--- config.mk ---
export PLATFORM = sky130hd
export DESIGN_NAME = ggrb_gauge_register_bank
export DESIGN_NICKNAME = d
export VERILOG_FILES = /design/src/ggrb_pkg.sv /design/src/ggrb_gauge_register_bank.sv
export SDC_FILE = /design/constraint.sdc
export NUM_CORES = 1
export LEC_CHECK = 0
export ABC_AREA = 0
export BUFFER_PORTS_ARGS = -buffer_cell sky130_fd_sc_hd__buf_2
export CORE_ASPECT_RATIO = 1.4
export CORE_MARGIN = 5
export CORE_UTILIZATION = 60
export CTS_CLUSTER_SIZE = 30
export DETAILED_ROUTE_END_ITERATION = 7
export GPL_TIMING_DRIVEN = 0
export MAX_ROUTING_LAYER = met4
export PLACE_DENSITY = 0.77
export SLEW_MARGIN = 20
export SYNTH_ARGS = -nofsm -noshare
export SYNTH_HDL_FRONTEND = slang
export SYNTH_SLANG_ARGS = --single-unit
--- constraint.sdc ---
create_clock -name mclk_i -period 27.8 [get_ports mclk_i]
set_input_delay 2.78 -clock mclk_i [delete_from_list [all_inputs] [get_ports mclk_i]]
set_output_delay 2.78 -clock mclk_i [all_outputs]
set_load 0.005 [all_outputs]
--- src/ggrb_pkg.sv ---
// constants, register map and field layout of the gauge register bank
package ggrb_pkg;
   // register addresses (seven-bit command address field)
   localparam logic [6:0] ADDR_TEMPERATURE_AND_GAUGE = 7'h02;
   localparam logic [6:0] ADDR_CHARGE_COUNT_HIGH = 7'h03;
   localparam logic [6:0] ADDR_PACK_IDENTITY = 7'h04;
   localparam logic [6:0] ADDR_FULL_CAPACITY = 7'h05;
   localparam logic [6:0] ADDR_SECONDARY_FLAGS = 7'h06;
   localparam logic [6:0] ADDR_PULLDOWN_STRAPS = 7'h07;
   localparam logic [6:0] ADDR_PULLUP_STRAPS = 7'h08;
   localparam logic [6:0] ADDR_CHARGE_CYCLE_COUNT = 7'h09;
   localparam logic [6:0] ADDR_FILTER_THRESHOLD = 7'h0a;
   localparam logic [6:0] ADDR_CELL_VOLTAGE = 7'h0b;
   localparam logic [6:0] ADDR_EMPTY_THRESHOLD = 7'h0c;
   localparam logic [6:0] ADDR_CHARGE_COUNT_LOW = 7'h17;
   // reset values and cycle counter limits
   localparam logic [7:0] EMPTY_THRESHOLD_RESET = 8'h70;
   localparam logic [7:0] CHARGE_COUNT_RESET = 8'h00;
   localparam logic [7:0] FILTER_THRESHOLD_RESET = 8'h0a;
   localparam logic [7:0] CYCLE_COUNT_MAX = 8'hff;
   localparam logic [7:0] CYCLE_COUNT_STALE = 8'h40;
   // 100 mV at 2.4 V / 256 per code is 10.67 codes, taken as 11
   localparam logic [7:0] FINAL_WARNING_OFFSET = 8'h0b;
   // temperature codes: 0 C boundary, -20 C boundary
   localparam logic [3:0] TEMP_CODE_ZERO_C = 4'h4;
   localparam logic [3:0] TEMP_CODE_MINUS_20_C = 4'h2;
   // secondary flag fields
   localparam int FAST_CHARGE_BIT = 7;
   localparam int RATE_CODE_LSB = 4;
   localparam int OVERLOAD_BIT = 0;
   localparam logic [2:0] RATE_CODE_LOW = 3'h0;
   localparam logic [2:0] RATE_CODE_HIGH = 3'h1;
   // strap bits 1..6 in bits 5..0
   localparam int STRAP_WIDTH = 6;
   // fast charge ends below this count per second
   localparam logic [7:0] FAST_RATE_MIN = 8'h02;
   // self-discharge limit for a capacity update
   localparam logic [12:0] SELF_DISCHARGE_LIMIT = 13'h1000;
   // timing
   localparam int CLOCK_HZ = 125_000_000;
   localparam int SECOND_CYCLES = CLOCK_HZ;
   typedef enum logic [1:0] {GGRB_CMD, GGRB_DATA_IN, GGRB_DATA_OUT}
      ggrb_state_type;
endpackage

--- src/ggrb_gauge_register_bank.sv ---
// gauge register bank: serial command port and charge bookkeeping
// Functional notes
// - empty threshold resets to 70h
// - empty threshold sets first warning voltage
// - final warning fixed 100mV below first
// - cell voltage register refreshed once per second
// - upper nibble is 10-degree temperature code
// - lower nibble is gauge in sixteenths
// - gauge scaled by temperature band, hysteresis
// - charge counter counts charge and discharge
// - counter clears on reset, charge after empty; other charge starts clear low byte
// - pack identity is free scratch storage
// - full reference loads programmed count, measured
// - fast charge flag set, drops below 2/s
// - rate code 001 below -150mV
// - overload sets below -250mV, clears -150mV
// - overload suspends end-of-discharge sampling
// - pull-down straps reported in bits 1-6
// - pull-up straps reported in bits 1-6
// - cycle counter counts charges, once above 0.94
// - cycle counter saturates, stale flag at 64
// - capacity update clears cycle counter, stale
// - update only after clean full discharge
// - magnitude filter register sets thresholds
// - command bit 7 write, 7-bit address
// - serial transfers least significant bit first
`timescale 1ns/1ps
`default_nettype none
module ggrb_gauge_register_bank
   import ggrb_pkg::*;
#(
   parameter int SECOND_COUNT = SECOND_CYCLES,
   parameter logic [7:0] PROGRAMMED_FULL_COUNT = 8'h80
) (
   // clock and reset
   input wire logic mclk_i,
   input wire logic reset_n_i,
   // serial port, one bit per strobe, lsb first
   input wire logic serial_bit_valid_i,
   input wire logic serial_bit_i,
   input wire logic serial_bit_ready_i,
   output logic serial_bit_valid_o,
   output logic serial_bit_o,
   // measurements from the analog front end
   input wire logic [7:0] cell_voltage_sample_i,
   input wire logic [3:0] temperature_code_i,
   input wire logic charge_count_tick_i,
   input wire logic discharge_count_tick_i,
   input wire logic self_discharge_tick_i,
   input wire logic sense_below_150mv_i,
   input wire logic sense_below_250mv_i,
   input wire logic [STRAP_WIDTH-1:0] pulldown_strap_bits_i,
   input wire logic [STRAP_WIDTH-1:0] pullup_strap_bits_i,
   // status toward the rest of the device
   output logic [7:0] empty_threshold_select_o,
   output logic [7:0] final_empty_warning_o,
   output logic [7:0] magnitude_filter_setting_o,
   output logic first_empty_warning_o,
   output logic gauge_stale_flag_o,
   output logic cell_sample_enable_o
);
   import ggrb_pkg::*;

   // ----------------------------------------------------------------
   // serial command port
   // ----------------------------------------------------------------
   ggrb_state_type state;
   logic [7:0] shift;
   logic [2:0] bit_count;
   logic [6:0] address;
   logic host_write;
   logic valid_write;

   logic [7:0] empty_threshold;
   logic [7:0] cell_voltage;
   logic [7:0] pack_identity;
   logic [7:0] full_capacity;
   logic [7:0] filter_threshold;
   logic [7:0] charge_cycle_count;
   logic [15:0] available_charge_count;
   logic [7:0] secondary_flag_byte;
   logic [3:0] gauge_fraction;
   logic fast_charge_flag;
   logic overload_flag;
   logic gauge_stale_flag;
   logic first_empty_warning;
   logic cold_band;
   logic [31:0] second_count;
   logic second_tick;
   logic charging;
   logic full_seen;
   logic discharge_clean;
   logic [12:0] self_discharge_count;
   logic [7:0] charge_rate_count;
   logic cycle_armed;
   logic capacity_update;

   always_ff @(posedge mclk_i or negedge reset_n_i) begin
      if (!reset_n_i) begin
         state <= GGRB_CMD;
         shift <= 8'h00;
         bit_count <= 3'h0;
         address <= 7'h00;
         host_write <= 1'b0;
      end else begin
         unique case (state)
            GGRB_CMD, GGRB_DATA_IN: begin
               if (serial_bit_valid_i) begin
                  shift <= {serial_bit_i, shift[7:1]};
                  bit_count <= bit_count + 3'h1;
                  if (bit_count == 3'h7) begin
                     if (state == GGRB_CMD) begin
                        address <= shift[7:1];
                        host_write <= serial_bit_i;
                        if (serial_bit_i) begin
                           state <= GGRB_DATA_IN;
                        end else begin
                           state <= GGRB_DATA_OUT;
                           shift <= read_data_of(shift[7:1]);
                        end
                     end else begin
                        state <= GGRB_CMD;
                     end
                  end
               end
            end
            GGRB_DATA_OUT: begin
               if (serial_bit_ready_i) begin
                  shift <= {1'b0, shift[7:1]};
                  bit_count <= bit_count + 3'h1;
                  if (bit_count == 3'h7) begin
                     state <= GGRB_CMD;
                  end
               end
            end
         endcase
      end
   end

   assign serial_bit_valid_o = (state == GGRB_DATA_OUT);
   assign serial_bit_o = shift[0];
   // complete data byte for a write command
   assign valid_write = (state == GGRB_DATA_IN) && serial_bit_valid_i &&
      (bit_count == 3'h7) && host_write;
   logic [7:0] write_data;
   assign write_data = {serial_bit_i, shift[7:1]};

   function automatic logic [7:0] read_data_of(input logic [6:0] a);
      unique case (a)
         ADDR_TEMPERATURE_AND_GAUGE:
            read_data_of = {temperature_code_i, gauge_fraction};
         ADDR_CHARGE_COUNT_HIGH: read_data_of = available_charge_count[15:8];
         ADDR_CHARGE_COUNT_LOW: read_data_of = available_charge_count[7:0];
         ADDR_PACK_IDENTITY: read_data_of = pack_identity;
         ADDR_FULL_CAPACITY: read_data_of = full_capacity;
         ADDR_SECONDARY_FLAGS: read_data_of = secondary_flag_byte;
         ADDR_PULLDOWN_STRAPS: read_data_of = {2'b00, pulldown_strap_bits_i};
         ADDR_PULLUP_STRAPS: read_data_of = {2'b00, pullup_strap_bits_i};
         ADDR_CHARGE_CYCLE_COUNT: read_data_of = charge_cycle_count;
         ADDR_FILTER_THRESHOLD: read_data_of = filter_threshold;
         ADDR_CELL_VOLTAGE: read_data_of = cell_voltage;
         ADDR_EMPTY_THRESHOLD: read_data_of = empty_threshold;
         default: read_data_of = 8'h00;
      endcase
   endfunction

   // ----------------------------------------------------------------
   // host-writable settings
   // ----------------------------------------------------------------
   always_ff @(posedge mclk_i or negedge reset_n_i) begin
      if (!reset_n_i) begin
         empty_threshold <= EMPTY_THRESHOLD_RESET;
         filter_threshold <= FILTER_THRESHOLD_RESET;
      end else if (valid_write) begin
         if (address == ADDR_EMPTY_THRESHOLD) begin
            empty_threshold <= write_data;
         end
         if (address == ADDR_FILTER_THRESHOLD) begin
            filter_threshold <= write_data;
         end
      end
   end

   // scratch byte has no defined reset and steers nothing
   always_ff @(posedge mclk_i) begin
      if (valid_write && address == ADDR_PACK_IDENTITY) begin
         pack_identity <= write_data;
      end
   end

   assign empty_threshold_select_o = empty_threshold;
   // saturate so a low threshold does not wrap to a high one
   assign final_empty_warning_o = (empty_threshold > FINAL_WARNING_OFFSET) ?
      empty_threshold - FINAL_WARNING_OFFSET : 8'h00;
   assign magnitude_filter_setting_o = filter_threshold;

   // ----------------------------------------------------------------
   // once-per-second sampling of the cell voltage
   // ----------------------------------------------------------------
   always_ff @(posedge mclk_i or negedge reset_n_i) begin
      if (!reset_n_i) begin
         second_count <= 32'h0;
         second_tick <= 1'b0;
      end else begin
         second_tick <= (second_count == 32'(SECOND_COUNT - 1));
         second_count <= (second_count == 32'(SECOND_COUNT - 1)) ?
            32'h0 : second_count + 32'h1;
      end
   end

   assign cell_sample_enable_o = !overload_flag;

   always_ff @(posedge mclk_i or negedge reset_n_i) begin
      if (!reset_n_i) begin
         cell_voltage <= 8'h00;
         first_empty_warning <= 1'b0;
      end else begin
         if (second_tick) begin
            cell_voltage <= cell_voltage_sample_i;
         end
         if (charging && charge_count_tick_i) begin
            first_empty_warning <= 1'b0;
         end else if (second_tick && !overload_flag &&
               cell_voltage_sample_i < empty_threshold) begin
            first_empty_warning <= 1'b1;
         end
      end
   end
   assign first_empty_warning_o = first_empty_warning;

   // ----------------------------------------------------------------
   // secondary flags
   // ----------------------------------------------------------------
   always_ff @(posedge mclk_i or negedge reset_n_i) begin
      if (!reset_n_i) begin
         overload_flag <= 1'b0;
      end else if (sense_below_250mv_i) begin
         overload_flag <= 1'b1;
      end else if (!sense_below_150mv_i) begin
         overload_flag <= 1'b0;
      end
   end

   always_ff @(posedge mclk_i or negedge reset_n_i) begin
      if (!reset_n_i) begin
         fast_charge_flag <= 1'b0;
         charge_rate_count <= 8'h00;
         charging <= 1'b0;
      end else begin
         if (discharge_count_tick_i) begin
            charging <= 1'b0;
         end else if (charge_count_tick_i) begin
            charging <= 1'b1;
         end
         if (charge_count_tick_i && !charging) begin
            fast_charge_flag <= 1'b1;
         end else if (second_tick) begin
            if (charge_rate_count < FAST_RATE_MIN) begin
               fast_charge_flag <= 1'b0;
            end
         end
         if (second_tick) begin
            charge_rate_count <= {7'h00, charge_count_tick_i};
         end else if (charge_count_tick_i && charge_rate_count != 8'hff) begin
            charge_rate_count <= charge_rate_count + 8'h01;
         end
      end
   end

   always_comb begin
      secondary_flag_byte = 8'h00;
      secondary_flag_byte[FAST_CHARGE_BIT] = fast_charge_flag;
      secondary_flag_byte[RATE_CODE_LSB +: 3] = sense_below_150mv_i ?
         RATE_CODE_HIGH : RATE_CODE_LOW;
      secondary_flag_byte[OVERLOAD_BIT] = overload_flag;
   end

   // ----------------------------------------------------------------
   // available charge counter
   // ----------------------------------------------------------------
   always_ff @(posedge mclk_i or negedge reset_n_i) begin
      if (!reset_n_i) begin
         available_charge_count <= {CHARGE_COUNT_RESET, CHARGE_COUNT_RESET};
      end else if (charge_count_tick_i && !charging && first_empty_warning) begin
         available_charge_count <= {CHARGE_COUNT_RESET, CHARGE_COUNT_RESET};
      end else if (charge_count_tick_i && !charging) begin
         available_charge_count[7:0] <= CHARGE_COUNT_RESET;
      end else if (valid_write && address == ADDR_CHARGE_COUNT_HIGH) begin
         // host keeps this at or below the full reference
         available_charge_count[15:8] <= write_data;
      end else if (charge_count_tick_i) begin
         // efficiency correction is folded into the tick rate upstream
         if (available_charge_count != 16'hffff) begin
            available_charge_count <= available_charge_count + 16'h1;
         end
      end else if (discharge_count_tick_i || self_discharge_tick_i) begin
         if (available_charge_count != 16'h0000) begin
            available_charge_count <= available_charge_count - 16'h1;
         end
      end
   end

   // ----------------------------------------------------------------
   // gauge fraction with cold-temperature scaling
   // ----------------------------------------------------------------
   always_ff @(posedge mclk_i or negedge reset_n_i) begin
      if (!reset_n_i) begin
         cold_band <= 1'b0;
      end else if (temperature_code_i < TEMP_CODE_ZERO_C - 4'h1) begin
         cold_band <= 1'b1;
      end else if (temperature_code_i >= TEMP_CODE_ZERO_C) begin
         cold_band <= 1'b0;
      end
   end

   always_comb begin
      logic [9:0] scaled;
      logic [9:0] raw;
      scaled = 10'h000;
      raw = (full_capacity == 8'h00) ? 10'h000 :
         10'(({available_charge_count[15:8], 4'h0}) / full_capacity);
      if (temperature_code_i < TEMP_CODE_MINUS_20_C) begin
         scaled = raw >> 1;
      end else if (cold_band) begin
         scaled = raw - (raw >> 2);
      end else begin
         scaled = raw;
      end
      gauge_fraction = (scaled > 10'h00f) ? 4'hf : scaled[3:0];
   end

   // ----------------------------------------------------------------
   // full reference update and cycle counting
   // ----------------------------------------------------------------
   assign capacity_update = first_empty_warning == 1'b0 && second_tick &&
      !overload_flag && cell_voltage_sample_i < empty_threshold &&
      full_seen && discharge_clean && temperature_code_i >= TEMP_CODE_ZERO_C &&
      self_discharge_count < SELF_DISCHARGE_LIMIT;

   always_ff @(posedge mclk_i or negedge reset_n_i) begin
      if (!reset_n_i) begin
         full_seen <= 1'b0;
         discharge_clean <= 1'b0;
         self_discharge_count <= 13'h0000;
      end else begin
         if (available_charge_count[15:8] >= full_capacity &&
               !charge_count_tick_i) begin
            full_seen <= 1'b1;
            discharge_clean <= 1'b1;
            self_discharge_count <= 13'h0000;
         end else if (charge_count_tick_i && !charging) begin
            discharge_clean <= 1'b0;
         end else if (capacity_update) begin
            full_seen <= 1'b0;
         end
         if (self_discharge_tick_i && self_discharge_count != 13'h1fff) begin
            self_discharge_count <= self_discharge_count + 13'h0001;
         end
      end
   end

   always_ff @(posedge mclk_i or negedge reset_n_i) begin
      if (!reset_n_i) begin
         full_capacity <= PROGRAMMED_FULL_COUNT;
      end else if (capacity_update) begin
         full_capacity <= full_capacity - available_charge_count[15:8];
      end else if (valid_write && address == ADDR_FULL_CAPACITY) begin
         full_capacity <= write_data;
      end
   end

   // 0.94 approximated as 15/16 of the full reference
   logic above_94;
   assign above_94 = {4'h0, available_charge_count[15:8]} >
      ({full_capacity, 4'h0} - {4'h0, full_capacity}) >> 4;

   always_ff @(posedge mclk_i or negedge reset_n_i) begin
      if (!reset_n_i) begin
         charge_cycle_count <= 8'h00;
         gauge_stale_flag <= 1'b1;
         cycle_armed <= 1'b1;
      end else if (capacity_update) begin
         charge_cycle_count <= 8'h00;
         gauge_stale_flag <= 1'b0;
      end else if (charge_count_tick_i && !charging && cycle_armed) begin
         if (charge_cycle_count != CYCLE_COUNT_MAX) begin
            charge_cycle_count <= charge_cycle_count + 8'h01;
            if (charge_cycle_count + 8'h01 == CYCLE_COUNT_STALE) begin
               gauge_stale_flag <= 1'b1;
            end
         end
         cycle_armed <= !above_94;
      end else if (!above_94) begin
         cycle_armed <= 1'b1;
      end
   end
   assign gauge_stale_flag_o = gauge_stale_flag;
endmodule // ggrb_gauge_register_bank
`default_nettype wire

; Word level (Yosys, flattened, before mapping)
; Cells that the tools add are included.
[op_classes]
addsub = 11
div_mod_pow = 1
order_cmp = 10
n_eq_ne = 37
muxes = 64
bitwise_logic = 2
reduce_logical = 60
[ops]
columns = operator, n
row1 = two-way mux 8 bit, 17
row2 = case mux 8 bit (12 select lines), 1
row3 = two-way mux 16 bit, 5
row4 = "== test 7 x 4 -> 1 bit, second input constant", 7
row5 = "== test 7 x 3 -> 1 bit, second input constant", 6
row6 = "adder 32 x 1 -> 32 bit, second input constant", 1
row7 = "== test 32 x 27 -> 1 bit, second input constant", 1
row8 = two-way mux 32 bit, 1
row9 = two-way mux 10 bit, 3
row10 = two-way mux 13 bit, 2
row11 = nonzero test 2 bit, 13
row12 = two-way mux 1 bit, 23
row13 = logical AND 1 bit, 22
row14 = "== test 7 x 2 -> 1 bit, second input constant", 3
row15 = "adder 16 x 1 -> 16 bit, second input constant", 1
row16 = "adder 8 x 1 -> 8 bit, second input constant", 2
row17 = "inequality test 16 bit, second input constant", 1
row18 = "inequality test 8 bit, second input constant", 2
row19 = case mux 8 bit (2 select lines), 1
row20 = AND reduction 4 bit, 4
row21 = nonzero test 16 bit, 1
row22 = nonzero test 4 bit, 4
row23 = "subtractor 16 x 1 -> 16 bit, second input constant", 1
row24 = AND reduction 2 bit, 7
row25 = other kinds (38), 56
[word_totals]
reg_bits = 148
inputBits = 34
output_inout_bits = 29
elab_cells = 211

; Logic depth before layout (Yosys ltp)
[depth]
word_depth = 13
mapped_depth = 107
mapped_depth_nobuf = 104

; Least setup slack after synthesis
; Ideal clock, no wire load.
[synth_path]
path_kind = register -> register
start = register full_capacity[6]
end = register shift[3]
setup_ns = 0.135
arrival_time_ns = 20.283
t_required_ns = 27.665
slack_ns = 7.382
stages_incl_launch_ff = 102
path_buffers = 5
period_less_slack_ns = 20.418
path_cell_list = dfrtp_1 > buf_6 > nor4_2 > nand2_1 > nor2_1 > a21oi_1 > a21oi_1 > ha_1 > o21a_1 > a311oi_1 > o22a_1 > ha_1 > a21o_1 > o211a_1 > nand4b_1 > nand2_1 > ha_1 > o21ai_0 > [... 66 more ...] > nand4_1 > a41o_1 > or3_1 > nand2_1 > ha_1 > fa_1 > nor2b_1 > o21ai_0 > a21boi_0 > o21ai_0 > nor3b_1 > nor2_1 > a2111oi_0 > a21bo_2 > a211oi_1 > a21oi_1 > a2111oi_0 > o31ai_1
[synth_between]
elab_chain_len = 13
word_cells_on_any_way = 14
classes_between = add/sub (1) / div (1) / order compare (1) / mux (10) / reduce/logical (1)
[synth_rtl]
columns = item, line_no
row1 = from (decl), ggrb_gauge_register_bank.sv:77  ; logic [7:0] full_capacity;
row2 = from (signal assigned), ggrb_gauge_register_bank.sv:366  ; full_capacity <= full_capacity - available_charge_count[15:8];
row3 = from (signal assigned), ggrb_gauge_register_bank.sv:368  ; full_capacity <= write_data;
row4 = divider 12 x 8 -> 12 bit or logical NOT 8 bit (tied branches), "ggrb_gauge_register_bank.sv:321, ggrb_gauge_register_bank.sv:320"
row5 = two-way mux 10 bit (*), ggrb_gauge_register_bank.sv:320  ; raw = (full_capacity == 8'h00) ? 10'h000 :
row6 = subtractor 10 x 8 -> 10 bit, ggrb_gauge_register_bank.sv:325  ; scaled = raw - (raw >> 2);
row7 = two-way mux 10 bit, ggrb_gauge_register_bank.sv:324  ; end else if (cold_band) begin
row8 = two-way mux 10 bit (*), ggrb_gauge_register_bank.sv:322  ; if (temperature_code_i < TEMP_CODE_MINUS_20_C) begin
row9 = greater-than comparator 10 x 4 -> 1 bit, ggrb_gauge_register_bank.sv:329  ; gauge_fraction = (scaled > 10'h00f) ? 4'hf : scaled[3:0];
row10 = two-way mux 4 bit (*), ggrb_gauge_register_bank.sv:329
row11 = case mux 8 bit (12 select lines) (*), ggrb_gauge_register_bank.sv:149  ; unique case (a)
row12 = two-way mux 8 bit (*), ggrb_gauge_register_bank.sv:115  ; if (serial_bit_i) begin
row13 = two-way mux 8 bit (*), ggrb_gauge_register_bank.sv:112  ; if (state == GGRB_CMD) begin
row14 = two-way mux 8 bit (*), ggrb_gauge_register_bank.sv:111  ; if (bit_count == 3'h7) begin
row15 = two-way mux 8 bit (*), ggrb_gauge_register_bank.sv:108  ; if (serial_bit_valid_i) begin
row16 = case mux 8 bit (2 select lines) (*), ggrb_gauge_register_bank.sv:106  ; unique case (state)
row17 = to (signal assigned), ggrb_gauge_register_bank.sv:109  ; shift <= {serial_bit_i, shift[7:1]};
row18 = to (signal assigned), ggrb_gauge_register_bank.sv:119  ; shift <= read_data_of(shift[7:1]);
row19 = to (signal assigned), ggrb_gauge_register_bank.sv:129  ; shift <= {1'b0, shift[7:1]};
row20 = to (decl), ggrb_gauge_register_bank.sv:68  ; logic [7:0] shift;
; Every way passes the cells marked *; elsewhere a longest branch is shown, timed or not. The select of a mux whose other input is x is not followed.
; A chain may end at the register's enable or synchronous reset.

; Worst setup path after layout
[layout_path]
start = register full_capacity[7]
end = register shift[3]
; The elaborated chain is that of the path after synthesis.

==> impl_results.md <==
- Path depth of the worst reg2reg path: ~100
- Number of endpoints with negative hold slack in the final report: 0
- Buffer count from post-CTS setup fixing: 0
- Final critical delay including setup and external delays: 24.67 ns
- Placement Rows: between 60 and 70
- Via-to-Cell Ratio: 6.39
- Beginning of the worst register-to-register path: full_capacity[7]$_DFFE_PN1P_
- Detailed Routing Iterations Pass 1: 5
- HPWL after detailed placement: approximately 27000 um
- Largest area contributor in the synthesized netlist: sky130_fd_sc_hd__dfrtp_1
- Via count: 11800
- Crit path launch type: flop
- Pin count of the biggest net entering global routing: 80
- Sequential fraction of the synthesis area: 0.295
- Violation count after the first detailed-routing iteration: 961
- Hold slack final: around 0.45 ns
- Antenna violation net count after detailed routing: 0
- Weighted congestion at the end of routability-driven global placement: 1.01
- Cell count after synthesis: around 1500
- Number of clock buffers inserted by TritonCTS: 17
- Via count of the first global-routing pass: 11900
- Buffer levels on the longest clock path: 2
- H-tree depth: 4
- TNS Setup: 0 ns
- Hold-fix buffers, CTS: 0
- Endpoint type of the worst setup path: flop
- Clock root buffer: sky130_fd_sc_hd__clkbuf_16
- Total standard cell area after synthesis: between 10000 and 15000 um^2
- Number of stages on the worst hold path: 0
- Highest cell delay on the worst timing path: 0.62 ns
- I/O pins: 63
- Routed wirelength normalized by instance count: 18.8 um
- Fraction of final layout cells with drive strength greater than 1: 0.113
- Final worst path period share: 0.887
- Post-synthesis async set-or-reset flop share: 0.946
- Top-area cell type share of the netlist area: 0.260
- Layout net count: ~1700
- Number of synthesized register bits: about 150
- Sink Count: 148
- Worst Hold Class: flop to flop
- Die extent in x: between 100 and 150 um
- Cell class contributing the biggest share of worst-path delay: compound AO/OA/AOI/OAI gates
- Worst Hold End: pack_identity[6]$_DFFE_PP_
- First-pass GRT wire length: 57900 um
- RSZ-0062 raised after global routing: no
- Class of the most critical setup path: flop to flop
- # resized after CTS: 0
- CTS tree: built
- Post-synthesis average cell area: 8.54 um^2
- Die footprint: 24300 um^2
- Most numerous cell on the critical path: sky130_fd_sc_hd__ha_1
- Fillers: 1764
- Post-detailed-route DRC marker count: 0
- RR Endpoint: shift[3]$_DFFE_PN0P_
- Synth Warn #: 0
- Number of setup violations in the final report: 0
- Maximum clock frequency: roughly 0.041 GHz
- CP max stage cell: sky130_fd_sc_hd__nor4_2
- Vertical die dimension: between 150 and 200 um
- Starting utilization of the core area: 0.605
- Result of the run: finished, final reports clean
- Primary flip-flop cell chosen by synthesis mapping: sky130_fd_sc_hd__dfrtp_1
- Clock slew seen by the registers of the worst setup and hold paths: roughly 0.06 ns
- Drt total wl: 34700 um
- Syn nets: around 1600
- Post-synth EDFFs: 8
- List of most frequent post-synthesis cells: sky130_fd_sc_hd__nand2_1, sky130_fd_sc_hd__nor2_1, sky130_fd_sc_hd__dfrtp_1
- Layout overhead on the synthesized area: 9.84%
- Overflow left after global routing: 0
- I/O Buffers: a little over 60
- Arrival time at the worst endpoint: 24.97 ns
- Maximum clock skew at final layout: around 0.012 ns
- Count of cell types in the netlist: 86
- Worst-case headroom to the max-slew limit: 0.379
- GR Util All Layers: 0.301
- Number of antenna violations at the first check in global routing: 1
- Required arrival time at the worst endpoint: 28.10 ns
- Placeable Area: ~21000 um^2
- Register-to-register path setup slack: 3.13 ns
- Hold path start: shift[7]$_DFFE_PN0P_
- Transition time of the tightest slew-check pin: 0.925 ns
- Number of maximum-capacitance violations: 0
- Maximum fanout encountered on the critical timing path: 10
- Final Max Tran Viols: 0
- Top area cells in the synthesized netlist: sky130_fd_sc_hd__dfrtp_1, sky130_fd_sc_hd__ha_1, sky130_fd_sc_hd__o21ai_0
- Count of buffer and inverter cells on the critical path: 6
- Worst-Skew Late Latency: 0.44 ns
## cell families (layout without fill, tap and decap cells)
family                     Yosys count  count (layout)  synth area share
xor gates and xnor gates            91              91            0.0626
AOI/OAI and AO/OA                  406             406             0.212
buffers and inverters              124             220            0.0386
muxes                               73              73            0.0660
adders and majority gates          124             124             0.124
DFF                                148             148             0.295
and+or+nand+nor                    524             524             0.202
other                                0               1                 0
## cell type report
cell class                      count  area, um^2  share of cell area
Tap cell                          260         325              0.0233
Buffer                             51         218              0.0156
Timing Repair Buffer               64         353              0.0252
Clock buffer                       19         443              0.0317
Sequential cell                   148        3750               0.269
Clock inverter                     13         116             0.00833
Antenna cell                        1        2.50            0.000179
Multi-Input combinational cell   1218        8490               0.608
Inverter                           73         274              0.0196
## cell usage in the layout, fill, tap and decap left out, types with 6 or more instances in the layout
master	count
sky130_fd_sc_hd__nor3_1	29
sky130_fd_sc_hd__a211oi_1	14
sky130_fd_sc_hd__mux2i_1	25
sky130_fd_sc_hd__a221oi_1	7
sky130_fd_sc_hd__nor2b_1	28
sky130_fd_sc_hd__o21bai_1	7
sky130_fd_sc_hd__mux2_2	43
sky130_fd_sc_hd__dfstp_2	8
sky130_fd_sc_hd__o211ai_1	10
sky130_fd_sc_hd__inv_1	73
sky130_fd_sc_hd__a31oi_1	14
sky130_fd_sc_hd__o21ai_0	111
sky130_fd_sc_hd__o22ai_1	6
sky130_fd_sc_hd__nand4_1	21
sky130_fd_sc_hd__dfrtp_1	132
sky130_fd_sc_hd__a21boi_0	10
sky130_fd_sc_hd__o31ai_1	11
sky130_fd_sc_hd__clkbuf_16	17
sky130_fd_sc_hd__clkbuf_1	41
sky130_fd_sc_hd__edfxtp_1	8
sky130_fd_sc_hd__a21oi_1	89
sky130_fd_sc_hd__nor3b_1	9
sky130_fd_sc_hd__a21o_1	35
sky130_fd_sc_hd__nor4_1	12
sky130_fd_sc_hd__xor2_1	42
sky130_fd_sc_hd__nor2_1	136
sky130_fd_sc_hd__buf_2	65
sky130_fd_sc_hd__and2_1	7
sky130_fd_sc_hd__nand2b_1	20
sky130_fd_sc_hd__nand3_1	53
sky130_fd_sc_hd__inv_6	6
sky130_fd_sc_hd__and3_1	27
sky130_fd_sc_hd__ha_1	120
sky130_fd_sc_hd__xnor2_1	49
sky130_fd_sc_hd__nand2_1	136
sky130_fd_sc_hd__or3_1	16
sky130_fd_sc_hd__o21a_1	18
## layer usage
layer	wire length, um	vias up	GRT usage	part of all wire
li1	-	5651	-	-
met1	13600	5672	0.343	0.39
met2	17700	384	0.522	0.51
met3	1810	101	0.0364	0.052
met4	1570	0	0.147	0.045
met5	0	-	-	0
## sequential cells by signal, summed over array words and instances (netlist names), 7 cells and up
signal                      count
second_count                   32
available_charge_count         16
shift                           8
full_capacity                   8
cell_voltage                    8
empty_threshold_select_o        8
magnitude_filter_setting_o      8
pack_identity                   8
address                         7
charge_rate_count               8
self_discharge_count           13
charge_cycle_count              8
## metrics by stage
stage | setup slack, ns | util | cells | instance area [um^2]
detailed placement | 3.42 | 0.637 | 1814 | 13400
CTS | 3.34 | 0.664 | 1846 | 14000
global placement | 3.90 | 0.635 | 1812 | 13400
global route | 1.09 | 0.664 | 1847 | 14000
floorplan | 7.38 | - | 1490 | 12700
finish | 3.13 | 0.664 | 1847 | 14000
## how the worst max path moves through the flow
stage	startpoint	to	slack, ns	cells past startpoint
floorplan	full_capacity[6]$_DFFE_PN0P_	shift[3]$_DFFE_PN0P_	7.38	101
global placement	full_capacity[7]$_DFFE_PN1P_	shift[3]$_DFFE_PN0P_	3.90	101
detailed placement	full_capacity[7]$_DFFE_PN1P_	shift[3]$_DFFE_PN0P_	3.42	100
CTS	full_capacity[7]$_DFFE_PN1P_	shift[3]$_DFFE_PN0P_	3.34	100
global route	full_capacity[7]$_DFFE_PN1P_	shift[3]$_DFFE_PN0P_	1.09	101
finish	full_capacity[7]$_DFFE_PN1P_	shift[3]$_DFFE_PN0P_	3.13	101
## worst register-to-register path: cells and delay by family (launching register included)
family	cells	cell delay [ns]
buf+inv	6	1.59
flops	1	0.37
compound gates	56	12.99
mux	3	0.89
simple gates	22	4.66
fa+ha+maj	14	4.03
Power is left out: the tool's default activity adds up to more than one toggle a clock period on the data nets, which glitch-free logic cannot reach.
